File: config.mk
export PLATFORM = sky130hd
export DESIGN_NAME = mifm_top
export DESIGN_NICKNAME = d
export VERILOG_FILES = /design/src/design/mifm_pkg.sv /design/src/design/mifm_top.sv
export SDC_FILE = /design/constraint.sdc
export NUM_CORES = 1
export LEC_CHECK = 0
export BUFFER_PORTS_ARGS = -buffer_cell sky130_fd_sc_hd__buf_2
export CAP_MARGIN = 15
export CORE_ASPECT_RATIO = 0.6
export CORE_MARGIN = 4
export CORE_UTILIZATION = 50
export DETAILED_ROUTE_END_ITERATION = 10
export PLACE_DENSITY_LB_ADDON = 0.08
export SKIP_LAST_GASP = 1
export SYNTH_ARGS = -nofsm -noshare
export SYNTH_HDL_FRONTEND = slang
export SYNTH_SLANG_ARGS = --single-unit
File: constraint.sdc
create_clock -name ref_clk_i -period 4.4 [get_ports ref_clk_i]
set_input_delay 0 -clock ref_clk_i [delete_from_list [all_inputs] [get_ports ref_clk_i]]
set_output_delay 0 -clock ref_clk_i [all_outputs]
set_load 0.01 [all_outputs]
File: src/design/mifm_pkg.sv
// Constants and carrier types for the modem interface fault monitor.
// Assumes a 25 MHz reference clock shared by all monitor logic.
`default_nettype none
package mifm_pkg;
    // ------------------------------------------------------------
    // Timing
    // ------------------------------------------------------------
    localparam int CLK_PERIOD_NS = 40;
    localparam int ACT_WIN_NS = 2560;
    localparam int ACT_WIN_CYC = ACT_WIN_NS / CLK_PERIOD_NS;
    localparam int TX_INT_NS = 320;
    localparam int TX_INT_CYC = TX_INT_NS / CLK_PERIOD_NS;
    localparam int ACT_W = 8;
    localparam int DIV_W = 4;
    // ------------------------------------------------------------
    // Widths and sizes
    // ------------------------------------------------------------
    localparam int RUN_W = 16;
    localparam int TS_W = 32;
    localparam int FILL_W = 9;
    localparam int BUF_CAP = 256;
    localparam int FILL_LO_PCT = 10;
    localparam int FILL_HI_PCT = 90;
    localparam int PCT_FULL = 100;
    localparam int LOG_DEPTH = 10;
    localparam int UF_DEPTH = 10;
    localparam int IDX_W = 4;
    localparam int CODE_W = 4;
    localparam int NFAULT = 9;
    localparam int SYNC_N = 5;
    // Synchroniser lanes
    localparam int LN_TXD = 0;
    localparam int LN_TXC = 1;
    localparam int LN_RXD = 2;
    localparam int LN_RXB = 3;
    localparam int LN_RXS = 4;
    // ------------------------------------------------------------
    // Carriers
    // ------------------------------------------------------------
    // Bit 0 is the buffer underflow, code 0 in the log
    typedef struct packed {
        logic fill;
        logic prbs;
        logic demux;
        logic rxclk;
        logic rxd;
        logic txclk;
        logic txd;
        logic ovf;
        logic udf;
    } mifm_fault_type;
    typedef struct packed {
        logic [TS_W-1:0] stamp;
        logic onset;
        logic [CODE_W-1:0] code;
    } mifm_log_type;
endpackage
`default_nettype wire

File: src/design/mifm_top.sv
// Fault monitor for the terrestrial data interface of a satellite modem.
// Assumes pins and link clocks arrive unsynchronised; buffer, demux,
// decoder and time-of-day inputs come from logic on ref_clk_i.
//
// Function
// - AIS mode: flag transmit all-ones run
// - Stable mode: flag transmit constant data
// - Transmit data fault only monitors, data passes
// - Transmit clock dead: alarm, use internal clock
// - Underflow alarm as momentary event
// - Overflow alarm on buffer overflow
// - Underflow logged in stored-fault memory
// - First ten underflow timestamps kept
// - AIS mode: flag receive all-ones run
// - Stable mode: flag receive constant data
// - Receive data passes; relay shows fault
// - Buffer clock dead: alarm, use satellite clock
// - Frame_alignment_loss_fault fault on lost alignment
// - Demux fault: insert all ones, request switch
// - Demux fault sent as backward alarm
// - Alarm when 2047 pattern not received
// - Fill alarm below 10% or above 90%
// - Log ten occurrences, onset and clear
// - Alarms never request redundancy switch
`default_nettype none

// ------------------------------------------------------------
// Run detector for all-ones and data-stable faults
// ------------------------------------------------------------
module mifm_run_det
    import mifm_pkg::*;
(
    input wire logic ref_clk_i,
    input wire logic srst_i,
    input wire logic strobe_i,
    input wire logic bit_i,
    input wire logic ones_only_i,
    input wire logic [RUN_W-1:0] run_len_i,
    output logic fault_o
);
    logic prev;
    logic [RUN_W-1:0] run;
    logic [RUN_W-1:0] next_run;

    assign next_run = (run == {RUN_W{1'b1}}) ? run : run + 1'b1;

    always_ff @(posedge ref_clk_i) begin
        if (srst_i) begin
            prev <= 1'b0;
            run <= '0;
            fault_o <= 1'b0;
        end else if (strobe_i) begin
            prev <= bit_i;
            if (bit_i != prev) begin
                run <= {{(RUN_W-1){1'b0}}, 1'b1};
                fault_o <= 1'b0;
            end else begin
                run <= next_run;
                // Ones-only ignores zero runs; stable mode takes either
                if (next_run >= run_len_i && (!ones_only_i || bit_i)) begin
                    fault_o <= 1'b1;
                end
            end
        end
    end
endmodule

// ------------------------------------------------------------
// Clock activity detector
// ------------------------------------------------------------
module mifm_act_det
    import mifm_pkg::*;
(
    input wire logic ref_clk_i,
    input wire logic srst_i,
    input wire logic edge_i,
    output logic alarm_o
);
    logic [ACT_W-1:0] cnt;

    always_ff @(posedge ref_clk_i) begin
        if (srst_i) begin
            cnt <= '0;
            alarm_o <= 1'b0;
        end else if (edge_i) begin
            cnt <= '0;
            alarm_o <= 1'b0;
        end else if (cnt == ACT_W'(ACT_WIN_CYC - 1)) begin
            alarm_o <= 1'b1;
        end else begin
            cnt <= cnt + 1'b1;
        end
    end
endmodule

// ------------------------------------------------------------
// Top
// ------------------------------------------------------------
module mifm_top
    import mifm_pkg::*;
(
    input wire logic ref_clk_i,
    input wire logic srst_i,
    input wire logic tx_data_i,
    input wire logic tx_clk_i,
    input wire logic rx_data_i,
    input wire logic rx_buf_clk_i,
    input wire logic rx_sat_clk_i,
    input wire logic tx_ones_mode_i,
    input wire logic rx_ones_mode_i,
    input wire logic [RUN_W-1:0] run_len_i,
    input wire logic buf_underflow_i,
    input wire logic buf_overflow_i,
    input wire logic [FILL_W-1:0] buf_fill_i,
    input wire logic frame_aligned_i,
    input wire logic carrier_i,
    input wire logic prbs_lock_i,
    input wire logic [TS_W-1:0] time_i,
    input wire logic log_clear_i,
    input wire logic [IDX_W-1:0] log_rd_idx_i,
    input wire logic [IDX_W-1:0] uf_rd_idx_i,
    output logic tx_data_o,
    output logic rx_data_o,
    output var mifm_fault_type fault_o,
    output logic tx_timing_internal_o,
    output logic rx_clk_from_sat_o,
    output logic rx_relay_o,
    output logic switchover_req_o,
    output logic backward_alarm_o,
    output logic [IDX_W-1:0] log_count_o,
    output var mifm_log_type log_rd_o,
    output logic [IDX_W-1:0] uf_count_o,
    output logic [TS_W-1:0] uf_rd_o
);
    function automatic logic [IDX_W-1:0] first_set(input logic [NFAULT-1:0] v);
        logic [IDX_W-1:0] r;
        r = '0;
        for (int i = NFAULT - 1; i >= 0; i--) begin
            if (v[i]) begin
                r = IDX_W'(i);
            end
        end
        return r;
    endfunction

    // True when fill is below pct percent of capacity
    function automatic logic fill_below(input logic [FILL_W-1:0] fill, input int pct);
        return int'(fill) * PCT_FULL < BUF_CAP * pct;
    endfunction

    // ------------------------------------------------------------
    // Pin synchronisers and edge finding
    // ------------------------------------------------------------
    logic [SYNC_N-1:0] sync1;
    logic [SYNC_N-1:0] sync2;
    logic [SYNC_N-1:0] sync3;
    logic tx_ext_edge;
    logic rx_buf_edge;
    logic rx_sat_edge;
    logic tx_int_tick;
    logic tx_edge;
    logic rx_edge;
    logic [DIV_W-1:0] tx_div;

    always_ff @(posedge ref_clk_i) begin
        if (srst_i) begin
            sync1 <= '0;
            sync2 <= '0;
            sync3 <= '0;
        end else begin
            sync1 <= {rx_sat_clk_i, rx_buf_clk_i, rx_data_i, tx_clk_i, tx_data_i};
            sync2 <= sync1;
            sync3 <= sync2;
        end
    end

    assign tx_ext_edge = sync2[LN_TXC] & ~sync3[LN_TXC];
    assign rx_buf_edge = sync2[LN_RXB] & ~sync3[LN_RXB];
    assign rx_sat_edge = sync2[LN_RXS] & ~sync3[LN_RXS];

    // Internal transmit timing runs free so fallback never stalls
    always_ff @(posedge ref_clk_i) begin
        if (srst_i) begin
            tx_div <= '0;
        end else if (tx_div == DIV_W'(TX_INT_CYC - 1)) begin
            tx_div <= '0;
        end else begin
            tx_div <= tx_div + 1'b1;
        end
    end

    assign tx_int_tick = (tx_div == '0);
    assign tx_edge = fault_o.txclk ? tx_int_tick : tx_ext_edge;
    assign rx_edge = fault_o.rxclk ? rx_sat_edge : rx_buf_edge;

    // ------------------------------------------------------------
    // Detectors
    // ------------------------------------------------------------
    logic txd_fault;
    logic rxd_fault;
    logic txclk_alarm;
    logic rxclk_alarm;
    logic frame_lost;
    logic fill_bad;

    mifm_run_det u_tx_run (
        .ref_clk_i(ref_clk_i),
        .srst_i(srst_i),
        .strobe_i(tx_edge),
        .bit_i(sync2[LN_TXD]),
        .ones_only_i(tx_ones_mode_i),
        .run_len_i(run_len_i),
        .fault_o(txd_fault)
    );

    mifm_run_det u_rx_run (
        .ref_clk_i(ref_clk_i),
        .srst_i(srst_i),
        .strobe_i(rx_edge),
        .bit_i(sync2[LN_RXD]),
        .ones_only_i(rx_ones_mode_i),
        .run_len_i(run_len_i),
        .fault_o(rxd_fault)
    );

    mifm_act_det u_tx_act (
        .ref_clk_i(ref_clk_i),
        .srst_i(srst_i),
        .edge_i(tx_ext_edge),
        .alarm_o(txclk_alarm)
    );

    mifm_act_det u_rx_act (
        .ref_clk_i(ref_clk_i),
        .srst_i(srst_i),
        .edge_i(rx_buf_edge),
        .alarm_o(rxclk_alarm)
    );

    assign frame_lost = ~frame_aligned_i | ~carrier_i;
    assign fill_bad = fill_below(buf_fill_i, FILL_LO_PCT) | (int'(buf_fill_i) * PCT_FULL > BUF_CAP * FILL_HI_PCT);

    // ------------------------------------------------------------
    // Fault flags and actions
    // ------------------------------------------------------------
    always_ff @(posedge ref_clk_i) begin
        if (srst_i) begin
            fault_o <= '0;
        end else begin
            fault_o.udf <= buf_underflow_i;
            fault_o.ovf <= buf_overflow_i;
            fault_o.txd <= txd_fault;
            fault_o.txclk <= txclk_alarm;
            fault_o.rxd <= rxd_fault;
            fault_o.rxclk <= rxclk_alarm;
            fault_o.demux <= frame_lost;
            fault_o.prbs <= ~prbs_lock_i;
            fault_o.fill <= fill_bad;
        end
    end

    always_ff @(posedge ref_clk_i) begin
        if (srst_i) begin
            tx_data_o <= 1'b0;
            rx_data_o <= 1'b1;
            tx_timing_internal_o <= 1'b0;
            rx_clk_from_sat_o <= 1'b0;
            rx_relay_o <= 1'b0;
            switchover_req_o <= 1'b0;
            backward_alarm_o <= 1'b0;
        end else begin
            tx_data_o <= sync2[LN_TXD];
            rx_data_o <= fault_o.demux | sync2[LN_RXD];
            tx_timing_internal_o <= fault_o.txclk;
            rx_clk_from_sat_o <= fault_o.rxclk;
            rx_relay_o <= fault_o.rxd;
            // Only the major demux fault may force a switch
            switchover_req_o <= fault_o.demux;
            backward_alarm_o <= fault_o.demux;
        end
    end

    // ------------------------------------------------------------
    // Stored-fault memory
    // ------------------------------------------------------------
    // Full memory still tracks the snapshot so a later clear
    // leaves no stale pending changes behind
    mifm_log_type log_mem [LOG_DEPTH];
    logic [NFAULT-1:0] snap;
    logic [NFAULT-1:0] diff;
    logic [IDX_W-1:0] chg_idx;

    assign diff = fault_o ^ snap;
    assign chg_idx = first_set(diff);

    always_ff @(posedge ref_clk_i) begin
        if (srst_i) begin
            snap <= '0;
            log_count_o <= '0;
        end else begin
            if (diff != '0) begin
                snap[chg_idx] <= fault_o[chg_idx];
            end
            if (log_clear_i) begin
                log_count_o <= '0;
            end else if (diff != '0 && log_count_o < IDX_W'(LOG_DEPTH)) begin
                log_mem[log_count_o] <= '{stamp: time_i, onset: fault_o[chg_idx], code: chg_idx};
                log_count_o <= log_count_o + 1'b1;
            end
        end
    end

    // Underflow times survive a log clear
    logic [TS_W-1:0] uf_mem [UF_DEPTH];

    always_ff @(posedge ref_clk_i) begin
        if (srst_i) begin
            uf_count_o <= '0;
        end else if (buf_underflow_i && uf_count_o < IDX_W'(UF_DEPTH)) begin
            uf_mem[uf_count_o] <= time_i;
            uf_count_o <= uf_count_o + 1'b1;
        end
    end

    always_ff @(posedge ref_clk_i) begin
        if (srst_i) begin
            log_rd_o <= '0;
            uf_rd_o <= '0;
        end else begin
            log_rd_o <= (log_rd_idx_i < log_count_o) ? log_mem[log_rd_idx_i] : '0;
            uf_rd_o <= (uf_rd_idx_i < uf_count_o) ? uf_mem[uf_rd_idx_i] : '0;
        end
    end
endmodule
`default_nettype wire

==> qor.csv, run 1 <==
stage;metric;value;unit
sta;hold_violations;0;
power;power_density;435;nW/um2
global_route;antenna_found_initial;1;
floorplanning;rows;74;
floorplanning;die_y;211;um
critical_path;start_kind;flip-flop;
clock_network;clockBufferDepth;3;
synthesis;syn_avg_cell_area;16.7;um2
floorplanning;die_x;347;um
clock_network;cts_sinks;862;
placement;place_area;36500;um2
global_route;overflow;0;
clock_network;cts.clk_slew.worst_paths;0.07;ns
synthesis;ys_types;63;
floorplanning;coreArea;68100;um2
worst_hold_path;hold_path_class;input pin to flip-flop;
drt;drc;0;
placement;gp_congestion;0.805;
critical_path;slowest_stage;or4_4;
synthesis;synthMuxAreaShare;0.114;
synthesis;async_flop_share;0;
flow_run;drv_cap;0;
drt;wire_per_inst;22.6;um
sta;tns;0;ns
critical_path;r2r_cells;13;
clock_network;cts_tree;built;
placement;portBuffers;172;
synthesis;synth_seq_cells;862;
global_route;grt_pass1_wl;115;mm
floorplanning;start_util;0.506;
clock_network;cts-root-buf;clkbuf_16;
power;p_sw_frac;0.217;
critical_path;reg2reg_from;u_tx_run.run[4];
power;comb_power_share;0.067;
sta;finalSetupViolCount;0;
sta;drv_slew;0;
global_route;grt_max_degree;75;
clock_network;clk_latency;0.63;ns
final_layout;fin_area;39800;um2
worst_hold_path;hp-start;buf_fill_i[8];
drt;drtIter0Drc;1728;
worst_hold_path;holdPathEnd;fault_o[8];
critical_path;slowest_delay;0.66;ns
clock_network;htreeDepth;3;
sta;rsz0062_at_grt;no;
final_layout;nNetsFinal;2489;
drt;wirelength;74.7;mm
critical_path;critPathMaxFanout;10;
power;ir_drop;321;uV
synthesis;synth-compound-area-share;0.0610;
power;switching_power;3.74;mW
critical_path;cp_cell_sequence;and4_1 > nand4_2 > or4_4 > nand4_4 > nor2_1 > xor2_1 > ha_1 > a21o_1 > a21o_1 > a211oi_1 > dlygate4sd3_1 > a21oi_1 > dlygate4sd3_1;
sta;max_freq;239;MHz
power;p_int;13.5;mW
placement;dp.cells;3095;
critical_path;cp.buffers_inverters;2;
synthesis;synthFlopType;edfxtp_1;
clock_network;cts_made_buffers;81;
status;status;completed;
synthesis;synth_edf_count;690;
final_layout;drive_above_1_share;0.212;
critical_path;cp.arrival;4.71;ns
placement;post-dp-hpwl;44.4;mm
critical_path;worstPathRequired;4.93;ns
sta;relSlewSlack;0.312;
synthesis;synth_xor_area_frac;0.0150;
sta;worst_pin_slew;1.03;ns
power;clkPwrFrac;0.412;
power;p_leak;14.1;nW
final_layout;area_growth;15.4;%
critical_path;timing.rr.end;u_tx_run.fault_o;
global_route;gr-usage-all-layers;0.205;
worst_hold_path;worst_hold_path.num_cells;5;
synthesis;synth_top_family_by_area;multiplexers;
sta;finalCriticalPeriod;4.18;ns
global_route;grt_pass1_vias;19000;
synthesis;yosys.area_share.simple;0.0583;
synthesis;synth_seq_area_share;0.701;
drt;viasPerCell;5.68;
final_layout;final_cells;3302;
drt;dr.pass1.iters;5;
synthesis;ys_warn_count;0;
clock_network;cts_setup_buffers;0;
floorplanning;num_io_pins;173;
sta;min_period_over_period;0.950;
drt;dr_total_vias;18700;
critical_path;crit_type;flip-flop to flip-flop;
synthesis;yosys.area.top_type_share;0.601;
synthesis;synthesis.nets;2238;
critical_path;cp-end-kind;flip-flop;
synthesis;synth_cells;2069;
floorplanning;fp.dieArea;73400;um2
sta;finClkSkew;0.0174;ns
critical_path;rrSetupSlack;0.22;ns
critical_path;path_depth;13;
synthesis;synth-adder-area-share;0.0332;
synthesis;ys_top_cells_by_area;edfxtp_1 (60%), dfxtp_1 (10%), mux4_2 (9.0%);
synthesis;synth_top_area_cell;edfxtp_1;
power;seq_power_share;0.521;
drt;postRouteAntennaNets;0;
synthesis;synthesis.area;34500;um2
critical_path;crit_family;simple AND/OR/NAND/NOR gates;
-- through the flow --
stage / setup slack, ns / utilization / hold WS [ns] / power (mW)
global route: 0.0159 / 0.584 / 0.0372 / 18.0
CTS: 0.0859 / 0.584 / 0.0102 / 17.5
global placement: 1.17 / 0.536 / 0.173 / 10.3
detailed placement: 1.10 / 0.536 / 0.166 / 10.3
finish: 0.221 / 0.584 / 0.0368 / 17.3
floorplan: 1.35 / - / 0.0667 / 9.89
-- sequential cells by signal, indices dropped and copies added, names as in the netlist, 5 cells and up --
| name | count |
|---|---|
| u_tx_act.cnt | 8 |
| u_tx_run.run | 16 |
| snap | 9 |
| fault_o | 9 |
| uf_rd_o | 32 |
| u_rx_run.run | 16 |
| u_rx_act.cnt | 8 |
| sync2 | 5 |
| log_rd_o | 37 |
| log_mem | 370 |
| sync1 | 5 |
| uf_mem | 320 |
-- worst max-delay path by stage --
stage               startpoint          endpoint
6_report       u_tx_run.run[4]  u_tx_run.fault_o
5_1_grt        u_rx_run.run[4]  u_rx_run.fault_o
4_1_cts        u_tx_run.run[3]  u_tx_run.fault_o
3_5_place_dp   u_tx_run.run[3]  u_tx_run.fault_o
3_3_place_gp   u_rx_run.run[4]  u_rx_run.fault_o
2_1_floorplan       fault_o[5]     log_mem[6][0]
-- power groups by stage --
stage	logic, mW	clock network [mW]	registers (mW)
after global placement	1.11	0	9.19
after global routing	1.28	7.66	9.02
final	1.15	7.12	9.01
after detailed placement	1.13	0	9.19
after floorplan	0.700	0	9.19
after CTS	1.17	7.29	9.02
-- cell families (layout without fill, tap and decap cells) --
| family | Yosys count | in the layout |
|---|---|---|
| DFF | 862 | 862 |
| buffers and inverters | 153 | 473 |
| and+or+nand+nor | 379 | 379 |
| xor gates and xnor gates | 59 | 59 |
| AOI/OAI and AO/OA | 307 | 307 |
| muxes | 220 | 220 |
| adders and majority gates | 89 | 89 |
| other | 0 | 1 |
-- worst min-delay path: stages --
cell     delay (ns)
buf_2          0.11
ha_1           0.16
xnor2_1        0.10
xnor2_1        0.14
a31oi_1        0.09
-- cell usage after synthesis (26+ instances only) --
cell type,n
edfxtp_1,690
nand2_1,60
mux4_2,138
a211oi_1,145
xor2_1,29
o21ai_0,35
inv_1,56
dfxtp_1,172
nor2_1,83
clkbuf_1,60
nand3_1,26
ha_1,85
nor2b_1,95
xnor2_1,30
mux2i_1,77
a21oi_1,50
-- repair_timing --
action                                  CTS  global route
endpoints found under the hold margin   680             0
resized for setup                         0             2
endpoints found under the setup margin    0             1
hold buffers                             53             0
-- area by class of cell --
| cell class | count | area (um2) |
|---|---|---|
| repair buffers | 265 | 1810 |
| multi-input cells | 1054 | 9730 |
| well taps | 912 | 1140 |
| flip-flops and latches | 862 | 24200 |
| clock buffers | 120 | 2340 |
| diodes | 1 | 2.50 |
| inverters | 56 | 210 |
| fillers | 5209 | 28400 |
| clock inverters | 32 | 389 |
-- cell usage in the layout, fill, tap and decap left out, types with 21 or more instances in the layout --
cell type,Yosys,layout
buf_2,19,169
o21ai_0,35,35
a211oi_1,145,145
nor2b_1,95,95
ha_1,85,85
nand2_1,60,59
dlygate4sd3_1,0,53
nand3_1,26,26
a21oi_1,50,50
buf_4,2,33
xor2_1,29,29
nor2_1,83,83
edfxtp_1,690,690
clkbuf_1,60,23
mux2i_1,77,77
dfxtp_1,172,171
xnor2_1,30,30
a31oi_1,21,21
clkbuf_16,0,83
inv_1,56,59
mux4_2,138,138
-- metal layers --
layer,routed length [um],GRT usage,vias up
met5,13,0,-
met4,1070,0.0388,2
met3,3890,0.0408,89
met2,32600,0.301,438
met1,37100,0.322,9593
li1,-,-,8623
Power figures use the tool's default switching activity.
==> inputs of run 2 (changes only) <==
--- a/config.mk
+++ b/config.mk
@@ -15,4 +15,5 @@
 export SKIP_LAST_GASP = 1
 export SYNTH_ARGS = -nofsm -noshare
 export SYNTH_HDL_FRONTEND = slang
+export SYNTH_HIERARCHICAL = 1
 export SYNTH_SLANG_ARGS = --single-unit
==> qor.csv, run 2 <==
stage;metric;value;unit;change
status;status;completed;;unchanged
critical_path;cp-end-kind;flip-flop;;unchanged
final_layout;fin_area;39800;um2;about the same
sta;finalCriticalPeriod;3.98;ns;was 4.18 ns
sta;worst_pin_slew;1.15;ns;was 1.03 ns
final_layout;final_common_cell;edfxtp_1;;unchanged
synthesis;synth_commonest_cells;edfxtp_1 (690), dfxtp_1 (172), a211oi_1 (149);;was edfxtp_1 (690), dfxtp_1 (172), a211oi_1 (145)
floorplanning;start_util;0.509;;was 0.506
worst_hold_path;hp-start;uf_rd_idx_i[0];;was buf_fill_i[8]
critical_path;cp.arrival;4.49;ns;was 4.71 ns
synthesis;yosysMostFrequentCell;edfxtp_1;;unchanged
floorplanning;die_x;349;um;was 347 um
clock_network;htreeDepth;3;;unchanged
placement;portBuffers;172;;unchanged
sta;relSlewSlack;0.231;;was 0.312
critical_path;timing.rr.end;u_tx_run/fault_o;;was u_tx_run.fault_o
critical_path;critPathMaxFanout;11;;was 10
final_layout;reg.largest.list;log_mem: 370 flops, uf_mem: 320 flops, log_rd_o: 37 flops;;unchanged
sta;rsz0062_at_grt;no;;unchanged
synthesis;synth_seq_cells;862;;unchanged
global_route;gr-usage-all-layers;0.207;;was 0.205
critical_path;start_kind;flip-flop;;unchanged
final_layout;largest_reg_flops;370;;unchanged
drt;dr.pass1.iters;5;;unchanged
final_layout;drive_above_1_share;0.208;;was 0.212
synthesis;ys_top_cells_by_area;edfxtp_1 (59%), dfxtp_1 (9.9%), mux4_2 (8.9%);;was edfxtp_1 (60%), dfxtp_1 (10%), mux4_2 (9.0%)
synthesis;ys_types;77;;was 63
flow_run;drv_cap;0;;unchanged
placement;post-dp-hpwl;45.8;mm;was 44.4 mm
clock_network;cts_tree;built;;unchanged
clock_network;clk_latency;0.62;ns;was 0.63 ns
global_route;grt_max_degree;75;;unchanged
synthesis;synth_top_area_cell;edfxtp_1;;unchanged
synthesis;async_flop_share;0;;unchanged
power;power_density;423;nW/um2;was 435 nW/um2
drt;wire_per_inst;22.9;um;was 22.6 um
power;p_leak;14.0;nW;was 14.1 nW
floorplanning;num_io_pins;173;;unchanged
critical_path;crit_type;flip-flop to flip-flop;;unchanged
synthesis;ys_warn_count;6;;was 0
sta;tns;0;ns;unchanged
global_route;antenna_found_initial;3;;was 1
sta;hold_violations;0;;unchanged
clock_network;cts-root-buf;clkbuf_16;;unchanged
drt;viasPerCell;5.77;;was 5.68
worst_hold_path;hold_path_class;input pin to flip-flop;;unchanged
placement;gp_congestion;0.835;;was 0.805
power;ir_drop;268;uV;was 321 uV
final_layout;nNetsFinal;2520;;was 2489
global_route;grtUsageMet3;0.0407;;was 0.0408
critical_path;startpoint;u_tx_run/run[0];;was u_tx_run.run[4]
clock_network;cts_sinks;862;;unchanged
sta;finClkSkew;0.0140;ns;was 0.0174 ns
worst_hold_path;worst_hold_path.num_cells;3;;was 5
critical_path;rrSetupSlack;0.42;ns;was 0.22 ns
final_layout;area_growth;14.0;%;was 15.4%
final_layout;largest-register;log_mem;;unchanged
drt;wirelength;76.1;mm;was 74.7 mm
floorplanning;fp.dieArea;74200;um2;was 73400 um2
synthesis;synth_cells;2111;;was 2069
global_route;overflow;0;;unchanged
sta;min_period_over_period;0.904;;was 0.950
critical_path;critPathCapture;u_tx_run/fault_o;;was u_tx_run.fault_o
clock_network;cts_made_buffers;79;;was 81
clock_network;clockBufferDepth;3;;unchanged
placement;place_area;36800;um2;was 36500 um2
global_route;met2_usage;0.332;;was 0.301
global_route;grt_use_met1;0.302;;was 0.322
synthesis;synthFlopType;edfxtp_1;;unchanged
clock_network;cts.clk_slew.worst_paths;0.07;ns;about the same
final_layout;layout_common_cells;edfxtp_1 (690), dfxtp_1 (172), buf_2 (169);;was edfxtp_1 (690), dfxtp_1 (171), buf_2 (169)
drt;drc;0;;unchanged
global_route;grt_pass1_wl;117;mm;was 115 mm
floorplanning;die_y;213;um;was 211 um
global_route;grt_pass1_vias;19500;;was 19000
critical_path;r2r_cells;12;;was 13
drt;dr_total_vias;19200;;was 18700
floorplanning;rows;74;;unchanged
sta;finalSetupViolCount;0;;unchanged
synthesis;synth_seq_area_share;0.693;;was 0.701
synthesis;synth_edf_count;690;;unchanged
drt;drtIter0Drc;1449;;was 1728
sta;max_freq;251;MHz;was 239 MHz
critical_path;reg2reg_from;u_tx_run/run[0];;was u_tx_run.run[4]
sta;drv_slew;0;;unchanged
critical_path;worstPathRequired;4.91;ns;was 4.93 ns
synthesis;synthesis.nets;2279;;was 2238
floorplanning;coreArea;68600;um2;was 68100 um2
drt;postRouteAntennaNets;0;;unchanged
global_route;top_usage_layer;met2;;was met1
synthesis;yosys.area.top_type_share;0.594;;was 0.601
synthesis;syn_avg_cell_area;16.5;um2;was 16.7 um2
final_layout;diodes;0;;was 1
synthesis;synthesis.area;34900;um2;was 34500 um2
==> run 2: cell types whose count changed after synthesis, moves of 8 or more <==
cell,previous run,this run
inv_1,56,66
nand2b_1,19,8
nor2_1,83,51
nor3_1,19,33
o211ai_1,2,11
xor2_1,29,21
==> run 2: cell families (layout without fill, tap and decap cells) <==
family | Yosys count | after routing | synth area share
DFF | 862 | 862 | 0.693
adders and majority gates | 88 | 88 | 0.0324
muxes | 213 | 213 | 0.111
xor gates and xnor gates | 56 | 56 | 0.0145
and+or+nand+nor | 389 | 389 | 0.0631
AOI/OAI and AO/OA | 331 | 331 | 0.0669
buffers and inverters | 172 | 476 | 0.0199
==> run 2: through the flow <==
| stage | utilization | instances | setup WS, ns | power [mW] | hold slack [ns] |
|---|---|---|---|---|---|
| 4_1_cts | 0.580 | 3327 | 0.501 | 17.0 | 0.0438 |
| 3_5_place_dp | 0.536 | 3131 | 1.12 | 10.4 | 0.179 |
| 6_report | 0.580 | 3327 | 0.422 | 16.8 | 0.0573 |
| 3_3_place_gp | 0.536 | 3131 | 1.18 | 10.4 | 0.178 |
| 2_1_floorplan | - | 2111 | 1.43 | 9.94 | 0.0667 |
| 5_1_grt | 0.580 | 3327 | 0.148 | 17.5 | 0.0568 |
==> run 2: report_power, final <==
group	switching (mW)	internal, mW
Combinational	0.723	0.472
Sequential	0.0607	8.97
Clock	2.94	3.67
==> run 2: what timing repair did <==
action	4_1_cts	5_1_grt
endpoints found under the hold margin	672	0
setup endpoints to repair	0	0
hold buffers	52	0
gates resized for setup	0	0
buffers inserted	0	0
==> run 2: how the worst min path moves through the flow <==
stage	endpoint	slack, ns
after floorplan	fault_o[7]	0.07
after CTS	fault_o[7]	0.04
after global routing	fault_o[7]	0.06
final	uf_rd_o[12]	0.06
after global placement	fault_o[6]	0.18
after detailed placement	fault_o[7]	0.18
==> run 2: routing by layer <==
layer	part of all wire	vias to the layer above
li1	-	8802
met1	0.46	9827
met2	0.47	461
met3	0.054	97
met4	0.015	4
met5	0.00026	-
==> run 2: area by class of cell <==
class	count	area [um2]
Timing Repair Buffer	264	1710
Clock inverter	39	320
Fill cell	5236	28800
Clock buffer	105	2130
Inverter	68	255
Multi-Input combinational cell	1077	10000
Sequential cell	862	24200
Tap cell	912	1140
==> run 2: critical path, cell delays in order, from the launching register on <==
cell           delay (ns)
dfxtp_1              0.43
ha_1                 0.31
nand3_2              0.20
nor3_4               0.38
nand2_1              0.36
nand2_1              0.18
ha_1                 0.25
a21o_1               0.18
a21o_1               0.17
a211oi_1             0.21
dlygate4sd3_1        0.58
o22ai_1              0.07
dlygate4sd3_1        0.55
